--- src/logic/nand_host_pkg.sv ---
// Package: constants, opcodes and carriers of the flash host sequencer
//------------------------------------------------------------------
// Contract
//------------------------------------------------------------------
// Contract
// - Page read: 00h, five address cycles, 30h
// - Cached reads stay in one block; else restart
// - After ready, 31h copies buffer to cache
// - Multi cached read stays in one block pair
// - Pair lower with lower, upper with upper ranges
// - At most one block from each district
// - Both districts use same page-in-block bits
// - 60h addr, 60h addr, 30h; any district order
// - Write protect held high during multi read
// - Column change repeats; 10h programs whole page
// - Five address cycles, 13 column, 18 row bits
// - Program sequence opens with 80h
// - Output column change: 05h, two columns, E0h
package nand_host_pkg;

  //------------------------------------------------------------------
  // Opcodes
  //------------------------------------------------------------------
  localparam logic [7:0] OPC_READ_SETUP = 8'h00;
  localparam logic [7:0] OPC_READ_GO = 8'h30;
  localparam logic [7:0] OPC_CACHE_NEXT = 8'h31;
  localparam logic [7:0] OPC_CACHE_LAST = 8'h3F;
  localparam logic [7:0] OPC_DISTRICT = 8'h60;
  localparam logic [7:0] OPC_PROG_SETUP = 8'h80;
  localparam logic [7:0] OPC_PROG_GO = 8'h10;
  localparam logic [7:0] OPC_PROG_COL = 8'h85;
  localparam logic [7:0] OPC_OUT_COL = 8'h05;
  localparam logic [7:0] OPC_OUT_COL_GO = 8'hE0;

  //------------------------------------------------------------------
  // Address layout
  //------------------------------------------------------------------
  localparam int COL_W = 13;
  localparam int ROW_W = 18;
  localparam int PIB_W = 6;
  localparam int LEN_W = 13;
  localparam int BLK_TOP = 17;
  localparam logic [2:0] ADDR_LAST_FULL = 3'h4;
  localparam logic [2:0] ADDR_LAST_COL = 3'h1;
  localparam logic [2:0] ADDR_FIRST_ROW = 3'h2;

  //------------------------------------------------------------------
  // Timing
  //------------------------------------------------------------------
  localparam int CLK_PERIOD_NS = 50;
  localparam int WB_TIME_NS = 100;
  localparam logic [3:0] WB_CYC =
    4'((WB_TIME_NS + CLK_PERIOD_NS - 1) / CLK_PERIOD_NS);

  //------------------------------------------------------------------
  // Types
  //------------------------------------------------------------------
  typedef enum logic [2:0] {
    OP_READ, OP_CACHE, OP_LAST, OP_MULTI, OP_PROG, OP_OUT_COL, OP_DOUT
  } op_t;

  typedef enum logic [1:0] {CY_CMD, CY_ADDR, CY_DIN, CY_DOUT} cyc_kind_t;

  typedef struct packed {
    op_t op;
    logic [ROW_W-1:0] row;
    logic [ROW_W-1:0] row2;
    logic [COL_W-1:0] col;
    logic [LEN_W-1:0] len;
  } req_t;

  typedef struct packed {
    logic [7:0] data;
    logic jump;
    logic [COL_W-1:0] jcol;
    logic last;
  } wr_t;

  typedef struct packed {
    cyc_kind_t kind;
    logic [7:0] data;
  } cyc_t;

  typedef struct packed {
    logic cle;
    logic ale;
    logic ce_n;
    logic we_n;
    logic re_n;
    logic wp_n;
    logic [7:0] io;
    logic io_oe_n;
  } pins_t;

endpackage : nand_host_pkg

--- src/logic/nand_read_program_sequencer.sv ---
// Host sequencer driving page read, cache read, multi read and program
`timescale 1ns/1ps
`default_nettype none
module nand_read_program_sequencer (
  // Clock and reset
  input wire logic clk_i,
  input wire logic sys_rst_i,
  // Operation requests
  input wire logic req_valid_i,
  input wire nand_host_pkg::req_t req_i,
  output logic req_ready_o,
  output logic req_err_o,
  output logic op_done_o,
  // Program data stream
  input wire logic wr_valid_i,
  input wire nand_host_pkg::wr_t wr_i,
  output logic wr_ready_o,
  // Read data stream
  output logic rd_valid_o,
  output logic [7:0] rd_data_o,
  input wire logic rd_ready_i,
  // Protection request
  input wire logic wp_protect_i,
  // Flash pins
  output nand_host_pkg::pins_t pins_o,
  input wire logic [7:0] io_i,
  input wire logic ready_busy_i
);

  typedef enum logic [3:0] {
    ST_IDLE, ST_CMD1, ST_ADDR, ST_DIN, ST_JCMD, ST_CMD2, ST_WAIT,
    ST_BUSY, ST_DOUT
  } state_t;

  localparam int RW = nand_host_pkg::ROW_W;
  localparam int CW = nand_host_pkg::COL_W;
  localparam int PW = nand_host_pkg::PIB_W;
  localparam int BT = nand_host_pkg::BLK_TOP;

  //------------------------------------------------------------------
  // Helpers
  //------------------------------------------------------------------
  // Byte of the five-cycle address
  function automatic logic [7:0] addr_byte(input logic [CW-1:0] col,
      input logic [RW-1:0] row, input logic [2:0] idx);
    unique case (idx)
      3'h0: addr_byte = col[7:0];
      3'h1: addr_byte = {3'h0, col[CW-1:8]};
      3'h2: addr_byte = row[7:0];
      3'h3: addr_byte = row[15:8];
      default: addr_byte = {6'h00, row[RW-1:16]};
    endcase
  endfunction : addr_byte

  // District pair check for multi read
  function automatic logic pair_ok(input logic [RW-1:0] r1,
      input logic [RW-1:0] r2);
    pair_ok = (r1[PW] != r2[PW])
      && (r1[BT] == r2[BT])
      && (r1[PW-1:0] == r2[PW-1:0]);
  endfunction : pair_ok

  //------------------------------------------------------------------
  // State
  //------------------------------------------------------------------
  state_t st_ff, nxt_st;
  nand_host_pkg::op_t op_ff, nxt_op;
  logic [RW-1:0] row_ff, nxt_row, row2_ff, nxt_row2, open_row_ff;
  logic [RW-1:0] nxt_open_row;
  logic [CW-1:0] col_ff, nxt_col;
  logic [nand_host_pkg::LEN_W-1:0] len_ff, nxt_len;
  logic [2:0] cnt_ff, nxt_cnt, addr_last;
  logic [3:0] wait_ff, nxt_wait;
  logic second_ff, nxt_second, jump_ff, nxt_jump, open_ff, nxt_open;
  logic multi_ff, nxt_multi, pend_ff, nxt_pend, err_ff, nxt_err;
  logic done_ff, nxt_done, rdv_ff, nxt_rdv, wp_n_ff, ce_n_ff;
  logic [7:0] rdd_ff, nxt_rdd;
  logic go, legal;
  nand_host_pkg::cyc_t cyc;
  logic eng_ready, eng_done, eng_cle, eng_ale, eng_we_n, eng_re_n;
  logic eng_oe_n;
  logic [7:0] eng_io, eng_rdata;

  // Whether a request may be sent now
  always_comb begin
    legal = 1'b1;
    unique case (req_i.op)
      // Next page must stay inside the block or pair
      nand_host_pkg::OP_CACHE:
        legal = open_ff && (open_row_ff[PW-1:0] != '1);
      nand_host_pkg::OP_LAST: legal = open_ff;
      nand_host_pkg::OP_MULTI: legal = pair_ok(req_i.row, req_i.row2);
      default: legal = 1'b1;
    endcase
  end

  assign addr_last = (op_ff == nand_host_pkg::OP_OUT_COL || jump_ff) ?
    nand_host_pkg::ADDR_LAST_COL : nand_host_pkg::ADDR_LAST_FULL;

  //------------------------------------------------------------------
  // Sequencer
  //------------------------------------------------------------------
  // Next state of the command sequencer
  always_comb begin
    nxt_st = st_ff;
    nxt_op = op_ff;
    nxt_row = row_ff;
    nxt_row2 = row2_ff;
    nxt_col = col_ff;
    nxt_len = len_ff;
    nxt_cnt = cnt_ff;
    nxt_wait = wait_ff;
    nxt_second = second_ff;
    nxt_jump = jump_ff;
    nxt_open = open_ff;
    nxt_open_row = open_row_ff;
    nxt_multi = multi_ff;
    nxt_pend = pend_ff;
    nxt_err = 1'b0;
    nxt_done = 1'b0;
    nxt_rdv = rdv_ff;
    nxt_rdd = rdd_ff;
    go = 1'b0;
    wr_ready_o = 1'b0;
    cyc = '{kind: nand_host_pkg::CY_CMD, data: 8'h00};
    unique case (st_ff)
      ST_IDLE: begin
        if (req_valid_i && !legal) nxt_err = 1'b1;
        if (req_valid_i && legal) begin
          nxt_op = req_i.op;
          nxt_row = req_i.row;
          nxt_row2 = req_i.row2;
          nxt_col = req_i.col;
          nxt_len = req_i.len;
          nxt_cnt = 3'h0;
          nxt_second = 1'b0;
          nxt_jump = 1'b0;
          nxt_st = (req_i.op == nand_host_pkg::OP_DOUT) ? ST_DOUT : ST_CMD1;
          unique case (req_i.op)
            nand_host_pkg::OP_READ, nand_host_pkg::OP_MULTI: begin
              nxt_open = 1'b1;
              nxt_open_row = req_i.row;
              nxt_multi = (req_i.op == nand_host_pkg::OP_MULTI);
            end
            nand_host_pkg::OP_CACHE: nxt_open_row = open_row_ff + 18'h1;
            nand_host_pkg::OP_LAST, nand_host_pkg::OP_PROG:
              nxt_open = 1'b0;
            default: nxt_open = open_ff;
          endcase
        end
      end
      ST_CMD1: begin
        unique case (op_ff)
          nand_host_pkg::OP_READ: cyc.data = nand_host_pkg::OPC_READ_SETUP;
          nand_host_pkg::OP_CACHE: cyc.data = nand_host_pkg::OPC_CACHE_NEXT;
          nand_host_pkg::OP_LAST: cyc.data = nand_host_pkg::OPC_CACHE_LAST;
          nand_host_pkg::OP_MULTI: cyc.data = nand_host_pkg::OPC_DISTRICT;
          nand_host_pkg::OP_PROG:
            cyc.data = nand_host_pkg::OPC_PROG_SETUP;
          default: cyc.data = nand_host_pkg::OPC_OUT_COL;
        endcase
        go = eng_ready;
        if (go) begin
          // Multi read sends row cycles only
          nxt_cnt = (op_ff == nand_host_pkg::OP_MULTI) ?
            nand_host_pkg::ADDR_FIRST_ROW : 3'h0;
          nxt_wait = 4'h0;
          nxt_st = (op_ff == nand_host_pkg::OP_CACHE ||
            op_ff == nand_host_pkg::OP_LAST) ? ST_WAIT : ST_ADDR;
        end
      end
      ST_ADDR: begin
        cyc.kind = nand_host_pkg::CY_ADDR;
        cyc.data = addr_byte(col_ff, second_ff ? row2_ff : row_ff, cnt_ff);
        go = eng_ready;
        if (go) begin
          nxt_cnt = cnt_ff + 3'h1;
          if (cnt_ff == addr_last) begin
            nxt_cnt = 3'h0;
            if (op_ff == nand_host_pkg::OP_PROG) begin
              nxt_st = ST_DIN;
            end else if (op_ff == nand_host_pkg::OP_MULTI && !second_ff)
                begin
              nxt_second = 1'b1;
              nxt_st = ST_CMD1;
            end else begin
              nxt_st = ST_CMD2;
            end
          end
        end
      end
      ST_DIN: begin
        cyc.kind = nand_host_pkg::CY_DIN;
        cyc.data = wr_i.data;
        if (wr_valid_i && wr_i.jump && !jump_ff) begin
          nxt_col = wr_i.jcol;
          nxt_st = ST_JCMD;
        end else if (wr_valid_i) begin
          go = eng_ready;
          wr_ready_o = eng_ready;
          if (go) begin
            nxt_jump = 1'b0;
            if (wr_i.last) nxt_st = ST_CMD2;
          end
        end
      end
      ST_JCMD: begin
        cyc.data = nand_host_pkg::OPC_PROG_COL;
        go = eng_ready;
        if (go) begin
          nxt_jump = 1'b1;
          nxt_cnt = 3'h0;
          nxt_st = ST_ADDR;
        end
      end
      ST_CMD2: begin
        unique case (op_ff)
          nand_host_pkg::OP_PROG: cyc.data = nand_host_pkg::OPC_PROG_GO;
          nand_host_pkg::OP_OUT_COL:
            cyc.data = nand_host_pkg::OPC_OUT_COL_GO;
          default: cyc.data = nand_host_pkg::OPC_READ_GO;
        endcase
        go = eng_ready;
        if (go) begin
          nxt_wait = 4'h0;
          nxt_st = ST_WAIT;
        end
      end
      ST_WAIT: begin
        // Let busy assert before polling it
        if (eng_ready) begin
          nxt_wait = wait_ff + 4'h1;
          if (wait_ff == nand_host_pkg::WB_CYC - 4'h1) begin
            nxt_st = (op_ff == nand_host_pkg::OP_OUT_COL) ? ST_IDLE :
              ST_BUSY;
            nxt_done = (op_ff == nand_host_pkg::OP_OUT_COL);
          end
        end
      end
      ST_BUSY: begin
        // No strobes until ready returns
        if (ready_busy_i) begin
          nxt_st = ST_IDLE;
          nxt_done = 1'b1;
          nxt_multi = 1'b0;
        end
      end
      ST_DOUT: begin
        cyc.kind = nand_host_pkg::CY_DOUT;
        if (rdv_ff && rd_ready_i) nxt_rdv = 1'b0;
        go = eng_ready && !pend_ff && !rdv_ff && (len_ff != '0);
        if (go) begin
          nxt_pend = 1'b1;
          nxt_len = len_ff - 13'h1;
        end
        if (eng_done && pend_ff) begin
          nxt_pend = 1'b0;
          nxt_rdv = 1'b1;
          nxt_rdd = eng_rdata;
        end
        if (!pend_ff && !rdv_ff && len_ff == '0) begin
          nxt_st = ST_IDLE;
          nxt_done = 1'b1;
        end
      end
      default: nxt_st = ST_IDLE;
    endcase
  end

  // Sequencer registers
  always_ff @(posedge clk_i) begin
    if (sys_rst_i) begin
      st_ff <= ST_IDLE;
      op_ff <= nand_host_pkg::OP_READ;
      row_ff <= '0;
      row2_ff <= '0;
      col_ff <= '0;
      len_ff <= '0;
      cnt_ff <= 3'h0;
      wait_ff <= 4'h0;
      second_ff <= 1'b0;
      jump_ff <= 1'b0;
      open_ff <= 1'b0;
      open_row_ff <= '0;
      multi_ff <= 1'b0;
      pend_ff <= 1'b0;
      err_ff <= 1'b0;
      done_ff <= 1'b0;
      rdv_ff <= 1'b0;
      rdd_ff <= 8'h00;
      wp_n_ff <= 1'b0;
      ce_n_ff <= 1'b1;
    end else begin
      st_ff <= nxt_st;
      op_ff <= nxt_op;
      row_ff <= nxt_row;
      row2_ff <= nxt_row2;
      col_ff <= nxt_col;
      len_ff <= nxt_len;
      cnt_ff <= nxt_cnt;
      wait_ff <= nxt_wait;
      second_ff <= nxt_second;
      jump_ff <= nxt_jump;
      open_ff <= nxt_open;
      open_row_ff <= nxt_open_row;
      multi_ff <= nxt_multi;
      pend_ff <= nxt_pend;
      err_ff <= nxt_err;
      done_ff <= nxt_done;
      rdv_ff <= nxt_rdv;
      rdd_ff <= nxt_rdd;
      wp_n_ff <= !wp_protect_i || nxt_multi;
      ce_n_ff <= (nxt_st == ST_IDLE);
    end
  end

  //------------------------------------------------------------------
  // Pin engine and outputs
  //------------------------------------------------------------------
  strobe_cycle_engine u_engine (
    .clk_i(clk_i),
    .sys_rst_i(sys_rst_i),
    .go_i(go),
    .cyc_i(cyc),
    .ready_o(eng_ready),
    .done_o(eng_done),
    .io_i(io_i),
    .cle_o(eng_cle),
    .ale_o(eng_ale),
    .we_n_o(eng_we_n),
    .re_n_o(eng_re_n),
    .io_o(eng_io),
    .io_oe_n_o(eng_oe_n),
    .rdata_o(eng_rdata)
  );

  assign pins_o = '{cle: eng_cle, ale: eng_ale, ce_n: ce_n_ff,
    we_n: eng_we_n, re_n: eng_re_n, wp_n: wp_n_ff, io: eng_io,
    io_oe_n: eng_oe_n};
  assign req_ready_o = (st_ff == ST_IDLE);
  assign req_err_o = err_ff;
  assign op_done_o = done_ff;
  assign rd_valid_o = rdv_ff;
  assign rd_data_o = rdd_ff;

  //------------------------------------------------------------------
  // Assertions
  //------------------------------------------------------------------
  pair_range_a: assert property (
    @(posedge clk_i) disable iff (sys_rst_i)
    (st_ff == ST_CMD1 && op_ff == nand_host_pkg::OP_MULTI)
    |-> (row_ff[BT] == row2_ff[BT]) && (row_ff[PW] != row2_ff[PW]))
    else $error("multi read pair crosses ranges or districts");

  page_match_a: assert property (
    @(posedge clk_i) disable iff (sys_rst_i)
    (st_ff == ST_ADDR && op_ff == nand_host_pkg::OP_MULTI && go)
    |-> row_ff[PW-1:0] == row2_ff[PW-1:0])
    else $error("multi read page bits differ");

  wp_hold_a: assert property (
    @(posedge clk_i) disable iff (sys_rst_i)
    (st_ff != ST_IDLE && op_ff == nand_host_pkg::OP_MULTI) |-> pins_o.wp_n)
    else $error("write protect low during multi read");

  addr_five_a: assert property (
    @(posedge clk_i) disable iff (sys_rst_i)
    ($rose(st_ff == ST_CMD2) && op_ff == nand_host_pkg::OP_READ)
    |-> $past(cnt_ff) == nand_host_pkg::ADDR_LAST_FULL)
    else $error("read confirm not after five address cycles");

  cache_block_a: assert property (
    @(posedge clk_i) disable iff (sys_rst_i)
    (st_ff == ST_IDLE && req_valid_i && req_i.op == nand_host_pkg::OP_CACHE
      && open_row_ff[PW-1:0] == '1) |=> req_err_o && st_ff == ST_IDLE)
    else $error("cache read allowed across block end");

  prog_confirm_a: assert property (
    @(posedge clk_i) disable iff (sys_rst_i)
    (st_ff == ST_CMD2 && op_ff == nand_host_pkg::OP_PROG && go)
    |-> cyc.data == nand_host_pkg::OPC_PROG_GO ##1 st_ff == ST_WAIT)
    else $error("program not confirmed with program opcode");

  col_change_a: assert property (
    @(posedge clk_i) disable iff (sys_rst_i)
    (st_ff == ST_JCMD && go) |=> st_ff == ST_ADDR && jump_ff
      && cnt_ff == 3'h0)
    else $error("column change not followed by column cycles");

  busy_wait_a: assert property (
    @(posedge clk_i) disable iff (sys_rst_i)
    (st_ff == ST_BUSY && !ready_busy_i) |=> st_ff == ST_BUSY && !go)
    else $error("sequencer left busy wait early");

  rd_hold_a: assert property (
    @(posedge clk_i) disable iff (sys_rst_i)
    (rd_valid_o && !rd_ready_i) |=> rd_valid_o && $stable(rd_data_o))
    else $error("read byte lost under back-pressure");

endmodule : nand_read_program_sequencer
`default_nettype wire

--- src/logic/strobe_cycle_engine.sv ---
// One write or read strobe cycle on the flash pins
`timescale 1ns/1ps
`default_nettype none
module strobe_cycle_engine (
  // Clock and reset
  input wire logic clk_i,
  input wire logic sys_rst_i,
  // Cycle request
  input wire logic go_i,
  input wire nand_host_pkg::cyc_t cyc_i,
  output logic ready_o,
  output logic done_o,
  // Pin side
  input wire logic [7:0] io_i,
  output logic cle_o,
  output logic ale_o,
  output logic we_n_o,
  output logic re_n_o,
  output logic [7:0] io_o,
  output logic io_oe_n_o,
  output logic [7:0] rdata_o
);

  typedef enum logic [1:0] {EG_IDLE, EG_LOW, EG_HIGH} eg_state_t;

  eg_state_t st_ff, nxt_st;
  logic cle_ff, nxt_cle, ale_ff, nxt_ale, we_n_ff, nxt_we_n;
  logic re_n_ff, nxt_re_n, oe_n_ff, nxt_oe_n;
  logic [7:0] io_ff, nxt_io, rdata_ff, nxt_rdata;

  // Strobe low one clock, high one clock, then hold
  always_comb begin
    nxt_st = st_ff;
    nxt_cle = cle_ff;
    nxt_ale = ale_ff;
    nxt_we_n = 1'b1;
    nxt_re_n = 1'b1;
    nxt_io = io_ff;
    nxt_oe_n = oe_n_ff;
    nxt_rdata = rdata_ff;
    unique case (st_ff)
      EG_IDLE: begin
        nxt_cle = 1'b0;
        nxt_ale = 1'b0;
        nxt_oe_n = 1'b1;
        if (go_i) begin
          nxt_cle = (cyc_i.kind == nand_host_pkg::CY_CMD);
          nxt_ale = (cyc_i.kind == nand_host_pkg::CY_ADDR);
          nxt_io = cyc_i.data;
          nxt_oe_n = (cyc_i.kind == nand_host_pkg::CY_DOUT);
          nxt_we_n = (cyc_i.kind == nand_host_pkg::CY_DOUT);
          nxt_re_n = (cyc_i.kind != nand_host_pkg::CY_DOUT);
          nxt_st = EG_LOW;
        end
      end
      EG_LOW: begin
        // Data valid after falling read strobe
        if (!re_n_ff) nxt_rdata = io_i;
        nxt_st = EG_HIGH;
      end
      EG_HIGH: nxt_st = EG_IDLE;
      default: nxt_st = EG_IDLE;
    endcase
  end

  // State registers
  always_ff @(posedge clk_i) begin
    if (sys_rst_i) begin
      st_ff <= EG_IDLE;
      cle_ff <= 1'b0;
      ale_ff <= 1'b0;
      we_n_ff <= 1'b1;
      re_n_ff <= 1'b1;
      io_ff <= 8'h00;
      oe_n_ff <= 1'b1;
      rdata_ff <= 8'h00;
    end else begin
      st_ff <= nxt_st;
      cle_ff <= nxt_cle;
      ale_ff <= nxt_ale;
      we_n_ff <= nxt_we_n;
      re_n_ff <= nxt_re_n;
      io_ff <= nxt_io;
      oe_n_ff <= nxt_oe_n;
      rdata_ff <= nxt_rdata;
    end
  end

  assign ready_o = (st_ff == EG_IDLE);
  assign done_o = (st_ff == EG_HIGH);
  assign cle_o = cle_ff;
  assign ale_o = ale_ff;
  assign we_n_o = we_n_ff;
  assign re_n_o = re_n_ff;
  assign io_o = io_ff;
  assign io_oe_n_o = oe_n_ff;
  assign rdata_o = rdata_ff;

  // Every write strobe low lasts exactly one clock, data held
  strobe_pulse_a: assert property (
    @(posedge clk_i) disable iff (sys_rst_i)
    $fell(we_n_ff) |=> $rose(we_n_ff) && $stable(io_ff) ##1 $stable(io_ff))
    else $error("write strobe low not one clock or data moved");

endmodule : strobe_cycle_engine
`default_nettype wire

--- config.mk ---
export PLATFORM = sky130hd
export DESIGN_NAME = nand_read_program_sequencer
export DESIGN_NICKNAME = d
export VERILOG_FILES = /design/src/logic/nand_host_pkg.sv /design/src/logic/nand_read_program_sequencer.sv /design/src/logic/strobe_cycle_engine.sv
export SDC_FILE = /design/constraint.sdc
export NUM_CORES = 1
export LEC_CHECK = 0
export ABC_AREA = 1
export ABC_CLOCK_PERIOD_IN_PS = 2100
export BUFFER_PORTS_ARGS = -buffer_cell sky130_fd_sc_hd__buf_2
export CORE_UTILIZATION = 55
export CTS_CLUSTER_SIZE = 8
export DETAILED_ROUTE_END_ITERATION = 10
export GPL_ROUTABILITY_DRIVEN = 0
export MAX_ROUTING_LAYER = met4
export PLACE_DENSITY = 0.8
export SYNTH_ARGS = -nofsm -noshare
export SYNTH_HDL_FRONTEND = slang
export SYNTH_SLANG_ARGS = --single-unit
--- constraint.sdc ---
create_clock -name clk_i -period 2.1 [get_ports clk_i]
set_clock_uncertainty 0.2 [all_clocks]
set_input_delay 0.21 -clock clk_i [delete_from_list [all_inputs] [get_ports clk_i]]
set_output_delay 0.21 -clock clk_i [all_outputs]
set_load 0.02 [all_outputs]
* Word-level counts from Yosys, hierarchy flattened
Cells that the tools add are included.
** Storage, ports and cells
- Flip-flop bits (word level) :: 135
- Bits of input ports :: 103
- Output and inout bits :: 28
- Word-level logic and storage cells :: 227
** Operators by class
- Add/subtract/negate cells :: 4
- Equal/unequal tests :: 47
- Muxes and demuxes :: 80
- Bitwise logic cells :: 4
- Reductions and logical operators :: 64
** Operators by type and width (count)
- 8-bit case mux with 5 select lines :: 2
- 4-bit two-way mux :: 18
- 13-bit two-way mux :: 4
- 13-bit case mux with 2 select lines :: 2
- 18-bit case mux with 2 select lines :: 1
- 4-bit case mux with 9 select lines :: 1
- 8-bit case mux with 4 select lines :: 1
- 2-bit inequality test, second input constant :: 14
- 1-bit two-way mux :: 27
- 3-bit two-way mux :: 9
- 18-bit by 1-bit adder with 18-bit output, second input constant :: 1
- 3-bit by 2-bit == test with 1-bit output, second input constant :: 6
- 18-bit two-way mux :: 1
- 4-bit by 3-bit == test with 1-bit output, second input constant :: 4
- 8-bit case mux with 2 select lines :: 1
- 2-bit nonzero test :: 8
- 1-bit logical AND :: 15
- 3-bit AND reduction :: 5
- 13-bit logical NOT :: 1
- 13-bit nonzero test :: 1
- 13-bit by 1-bit subtractor with 13-bit output, second input constant :: 1
- 3-bit == test, second input constant :: 4
- 1-bit case mux with 3 select lines :: 4
- 3-bit case mux with 4 select lines :: 1
- other kinds (33) :: 67

* Logic depth before layout (Yosys ltp)
- Word-level depth :: 8
- Gate-level depth with buffers :: 15
- Depth with buffers taken out :: 14

* Modules after synthesis
A second synthesis with hierarchy kept.
** Unflattened totals
- Cells, all modules :: 1013
- Area, all modules :: 6632.6 um^2
** Modules (own cells, without submodules)
- nand_read_program_sequencer :: times used 1, cells an instance 878, area an instance 5683.0 um^2, sequential area each 2001.9 um^2
- strobe_cycle_engine :: times used 1, cells an instance 135, area an instance 949.7 um^2, sequential area each 460.4 um^2

* Worst setup path after synthesis
Ideal clock, no wire load.
- Path type :: register to register
- Start :: reg open_row_ff[0]
- End :: reg len_ff[10] (netlist bit)
- Setup time :: 0.119 ns
- Arrival :: 1.552 ns
- Required time :: 1.781 ns
- Slack :: 0.228 ns
- Cell stages (with the launch flop) :: 15
- Buffers on the path :: 2
- Clock period less this slack :: 1.872 ns
- Path through :: dfxtp_1 > ha_1 > nand2_1 > nor2_1 > nand2_1 > nand2_1 > nand2_1 > nand2_2 > nand3_4 > nand2_2 > buf_6 > nand2_4 > buf_6 > o21ai_1 > a21oi_2
** On the way
- Longest elaborated chain between the ends :: 6
** Ends and longest elaborated chain
- start, declared :: line nand_read_program_sequencer.sv:68 : logic [RW-1:0] row_ff, nxt_row, row2_ff, nxt_row2, open_row_ff;
- start signal, assigned :: line nand_read_program_sequencer.sv:305 : open_row_ff <= nxt_open_row;
- 6-bit inequality test :: line nand_read_program_sequencer.sv:90 : legal = open_ff && (open_row_ff[PW-1:0] != '1);
- 1-bit logical AND :: line nand_read_program_sequencer.sv:90
- 1-bit case mux with 3 select lines :: line nand_read_program_sequencer.sv:87 : unique case (req_i.op)
- 1-bit logical AND :: line nand_read_program_sequencer.sv:129 : if (req_valid_i && legal) begin
- 2-bit by 1-bit inequality test with 1-bit output (no source line)
- 3-bit AND reduction (no source line)
- end signal, assigned :: line nand_read_program_sequencer.sv:299 : len_ff <= nxt_len;
- end, declared :: line nand_read_program_sequencer.sv:71 : logic [nand_host_pkg::LEN_W-1:0] len_ff, nxt_len;
Every way passes these cells.
A chain may end at the register's enable or synchronous reset.

* Final worst setup path
- Start :: in req_i[29] (netlist bit)
- End :: reg row_ff[7]
** On the way
- Longest elaborated chain between the ends :: 5
** Ends and longest elaborated chain
- start, declared :: line nand_read_program_sequencer.sv:10 : input wire nand_host_pkg::req_t req_i,
- 6-bit == test :: line nand_read_program_sequencer.sv:60 : && (r1[PW-1:0] == r2[PW-1:0]);
- 1-bit logical AND :: line nand_read_program_sequencer.sv:60
- 1-bit case mux with 3 select lines :: line nand_read_program_sequencer.sv:87
- 1-bit logical AND :: line nand_read_program_sequencer.sv:129
- 2-bit AND reduction (no source line)
- end signal, assigned :: line nand_read_program_sequencer.sv:296 : row_ff <= nxt_row;
- end, declared :: line nand_read_program_sequencer.sv:68
Every way passes these cells.

==> flow_metrics.env <==
export IMPL_timing_slew_headroom_pct=61.1
export IMPL_post_route_period_util_pct=96.9
export IMPL_fin_hold_ws_ns=0.00136
export IMPL_grt_start_max_net_pins=95
export IMPL_finalSetupViolations=0
export IMPL_post_synth_most_frequent_cells="208 x sky130_fd_sc_hd__nand2_1, 164 x sky130_fd_sc_hd__nor2_1, 123 x sky130_fd_sc_hd__dfxtp_1"
export IMPL_synth_yosys_warnings=0
export IMPL_core_area_um2=11400
export IMPL_final_worst_path_period_need_ns=2.04
export IMPL_dieHeight_um=110
export IMPL_syn_inst=972
export IMPL_endpoint_kind="flip-flop"
export IMPL_grt_first_pass_wirelength_um=31300
export IMPL_crit_end="row_ff[7]"
export IMPL_numCtsBuffers=17
export IMPL_grt_pass1_vias=6870
export IMPL_crit_cells=11
export IMPL_post_synth_instance_area_um2=6460
export IMPL_multi_input_comb_area_um2=3500
export IMPL_synth_net_count=1085
export IMPL_clockRootBuffer="sky130_fd_sc_hd__clkbuf_16"
export IMPL_grt_antenna_before_repair=0
export IMPL_cts_sink_count=123
export IMPL_layout_filler_cells=823
export IMPL_power_leakage_nw=4.09
export IMPL_synth_main_ff_cell="sky130_fd_sc_hd__dfxtp_1"
export IMPL_cts_htree_levels=4
export IMPL_synth_top_area_cell="sky130_fd_sc_hd__dfxtp_1"
export IMPL_async_reset_ff_share_pct=0
export IMPL_power_switching_w=0.00283
export IMPL_fin_nets=1308
export IMPL_synth_top_area_share_pct=38.1
export IMPL_cpMaxStageDelayCell="sky130_fd_sc_hd__dlygate4sd3_1"
export IMPL_critPathLaunch="req_i[29]"
export IMPL_dp_hpwl_um=11700
export IMPL_numPortBuffers=130
export IMPL_avgSynthCellArea_um2=6.65
export IMPL_critPathBufInv=3
export IMPL_share_clk_of_total_power_pct=31.7
export IMPL_post_drt_wl_per_cell_um=14.5
export IMPL_clk_latency_ns=0.41
export IMPL_register_area_um2=2470
export IMPL_startpoint_type="input pin"
export IMPL_inserted_diodes=0
export IMPL_synth_edf_count=0
export IMPL_r2r_start="st_ff[3]"
export IMPL_timing_fmax_ghz=0.491
export IMPL_ctsLongestPathBuffers=2
export IMPL_final_hold_viol_count=0
export IMPL_maximum_fanout_along_the_worst_path=40
export IMPL_route_detailed_vias_per_inst=5.42
export IMPL_path_delay_family="buffers and inverters"
export IMPL_total_congestion_overflow_after_global_routing=0
export IMPL_internal_power_w=0.00532
export IMPL_synth_distinct_cells=41
export IMPL_cell_chain_of_the_critical_path="dlygate4sd3_1 -> buf_2 -> xnor2_1 -> nand2_1 -> nor2_2 -> nand2_2 -> nand3_4 -> nand2_4 -> buf_12 -> o21ai_0 -> a21oi_1"
export IMPL_io_pin_count=131
export IMPL_power_share_sequential_pct=36.0
export IMPL_count_of_unresolved_drc_violations_after_routing=0
export IMPL_sequential_area_share_after_synthesis_pct=38.1
export IMPL_floorplan_initialDensity_pct=56.6
export IMPL_placement_stage_worst_setup_slack_ns=0.0571
export IMPL_gr_usage_all_layers_pct=32.2
export IMPL_totalNegativeSetupSlack_ns=0
export IMPL_power_ir_vdd_worst_mv=0.760
export IMPL_critical_path_arrival_ns=2.13
export IMPL_outcome="complete, no violations"
export IMPL_worstMarginPinSlew_ns=0.581
export IMPL_fraction_of_layout_cells_with_a_size_suffix_above_1_pct=19.9
export IMPL_postLayoutCoreUtil_pct=77.3
export IMPL_synth_top_cells_by_area="sky130_fd_sc_hd__dfxtp_1 38%, sky130_fd_sc_hd__nand2_1 12%, sky130_fd_sc_hd__nor2_1 9.5%"
export IMPL_combPwrFrac_pct=32.3
export IMPL_worstHoldPathType="in2reg"
export IMPL_total_power_w=0.00815
export IMPL_area_of_the_die_um2=12200
export IMPL_most_repeated_cell_in_the_gate_level_netlist_after_synthesis="sky130_fd_sc_hd__nand2_1"
export IMPL_maxCapViolCount=0
export IMPL_drt_first_iter_violations=685
export IMPL_timing_max_transition_violations_final=0
export IMPL_regToRegEndpoint="row_ff[7]"
export IMPL_drt_total_wl_um=19500
export IMPL_drt_first_pass_iters=6
export IMPL_dr_total_vias=7296
export IMPL_areaGrowthSynthToFinish_pct=36.4
export IMPL_tritoncts_clock_tree="done"
export IMPL_die_width_um=110
export IMPL_path_class="in2reg"
export IMPL_timing_reg2reg_setup_slack_ns=0.09
export IMPL_floorplan_rows=39
export IMPL_synth_seq_cells=123
export IMPL_timing_reg2reg_worst_path_depth=9
export IMPL_p_per_area_nw_per_um2=923
export IMPL_clk_transition_reported_paths_ns=0.05
export IMPL_critical_path_max_stage_delay_ns=0.53
export IMPL_final_antenna_net_count=0
export IMPL_switching_share_pct=34.7
export IMPL_post_route_worst_setup_slack_ns=0.0641
export IMPL_data_required_time_at_the_worst_endpoint_ns=2.20
-- per-layer routing --
layer / up-vias / global-route usage (%) / share of wire, %
met3: 60 / 7.03 / 7.9
li1: 3607 / - / -
met4: 0 / 12.3 / 2.7
met2: 360 / 52.2 / 48
met5: - / - / 0
met1: 3269 / 39.2 / 42
-- power groups by stage --
stage	Sequential, W	Clock [W]	Combinational (W)
CTS	0.00291	0.00259	0.00245
global route	0.00296	0.00270	0.00290
detailed placement	0.00295	0	0.00230
finish	0.00293	0.00258	0.00263
floorplan	0.00298	0	0.00166
global placement	0.00295	0	0.00227
-- area by class of cell --
cell class | instances | area share (%)
Clock buffer | 25 | 5.73
Clock inverter | 2 | 0.142
Inverter | 94 | 4.07
Multi-Input combinational cell | 711 | 39.7
Sequential cell | 123 | 28.0
Tap cell | 143 | 2.03
Timing Repair Buffer | 248 | 20.4
-- layout by cell type (no fill, tap or decap), types with 4 or more instances in the layout --
cell type,count
sky130_fd_sc_hd__nor2_1,160
sky130_fd_sc_hd__o211ai_1,5
sky130_fd_sc_hd__clkbuf_16,17
sky130_fd_sc_hd__nand2_2,6
sky130_fd_sc_hd__or2_2,4
sky130_fd_sc_hd__o22ai_1,10
sky130_fd_sc_hd__nand3_1,52
sky130_fd_sc_hd__buf_2,130
sky130_fd_sc_hd__nand2_1,206
sky130_fd_sc_hd__nand2_4,4
sky130_fd_sc_hd__a31oi_1,10
sky130_fd_sc_hd__nor2_4,6
sky130_fd_sc_hd__nand3_2,4
sky130_fd_sc_hd__inv_1,83
sky130_fd_sc_hd__clkbuf_8,5
sky130_fd_sc_hd__buf_4,25
sky130_fd_sc_hd__dfxtp_1,120
sky130_fd_sc_hd__inv_2,9
sky130_fd_sc_hd__nor3_1,15
sky130_fd_sc_hd__xnor2_1,5
sky130_fd_sc_hd__a21oi_1,65
sky130_fd_sc_hd__o21ai_0,95
sky130_fd_sc_hd__nor2_2,6
sky130_fd_sc_hd__o21ai_1,13
sky130_fd_sc_hd__dlygate4sd3_1,90
sky130_fd_sc_hd__ha_1,9
-- logic make-up (layout without fill, tap and decap cells) --
logic type	Yosys count	after routing	share of synthesized area, %
and+or+nand+nor	476	478	31.6
AOI/OAI and AO/OA	213	213	17.6
buffers and inverters	140	369	9.37
DFF	123	123	38.1
adders and majority gates	10	10	1.94
xor gates and xnor gates	10	10	1.35
-- per-stage QoR --
step           area (µm²)  std cells
2_1_floorplan        6460        972
3_3_place_gp         7260       1225
3_5_place_dp         7260       1225
4_1_cts              8680       1342
5_1_grt              8820       1346
6_report             8820       1346
-- worst min path at each step --
stage,depth (start not counted),start,end,slack (ns)
detailed placement,2,u_engine.ale_o,u_engine.ale_o,0.24
finish,3,req_i[62],op_ff[0],0.001
global route,5,req_i[0],len_ff[0],0.02
global placement,2,u_engine.ale_o,u_engine.ale_o,0.24
CTS,4,wr_i[18],u_engine.io_o[3],0.006
floorplan,2,req_i[45],row_ff[1],0.15
-- worst min-delay path, cell delays in order --
cell,delay [ns]
sky130_fd_sc_hd__buf_2,0.15
sky130_fd_sc_hd__o21ai_1,0.10
sky130_fd_sc_hd__a21oi_1,0.10
-- what timing repair did --
action                     4_1_cts  5_1_grt
hold endpoints to repair        77        0
resized for setup                0       35
hold buffers                    90        0
setup endpoints to repair        0       83
buffers inserted                 0        2
-- sequential cells by signal, indices dropped and copies added, names as in the netlist, 2 cells and up --
signal	cells
cnt_ff	3
col_ff	13
len_ff	13
op_ff	3
open_row_ff	6
rd_data_o	8
row2_ff	18
row_ff	18
st_ff	4
u_engine.io_o	8
u_engine.rdata_o	8
u_engine.st_ff	2
wait_ff	4
(Power assumes the default switching activity.)
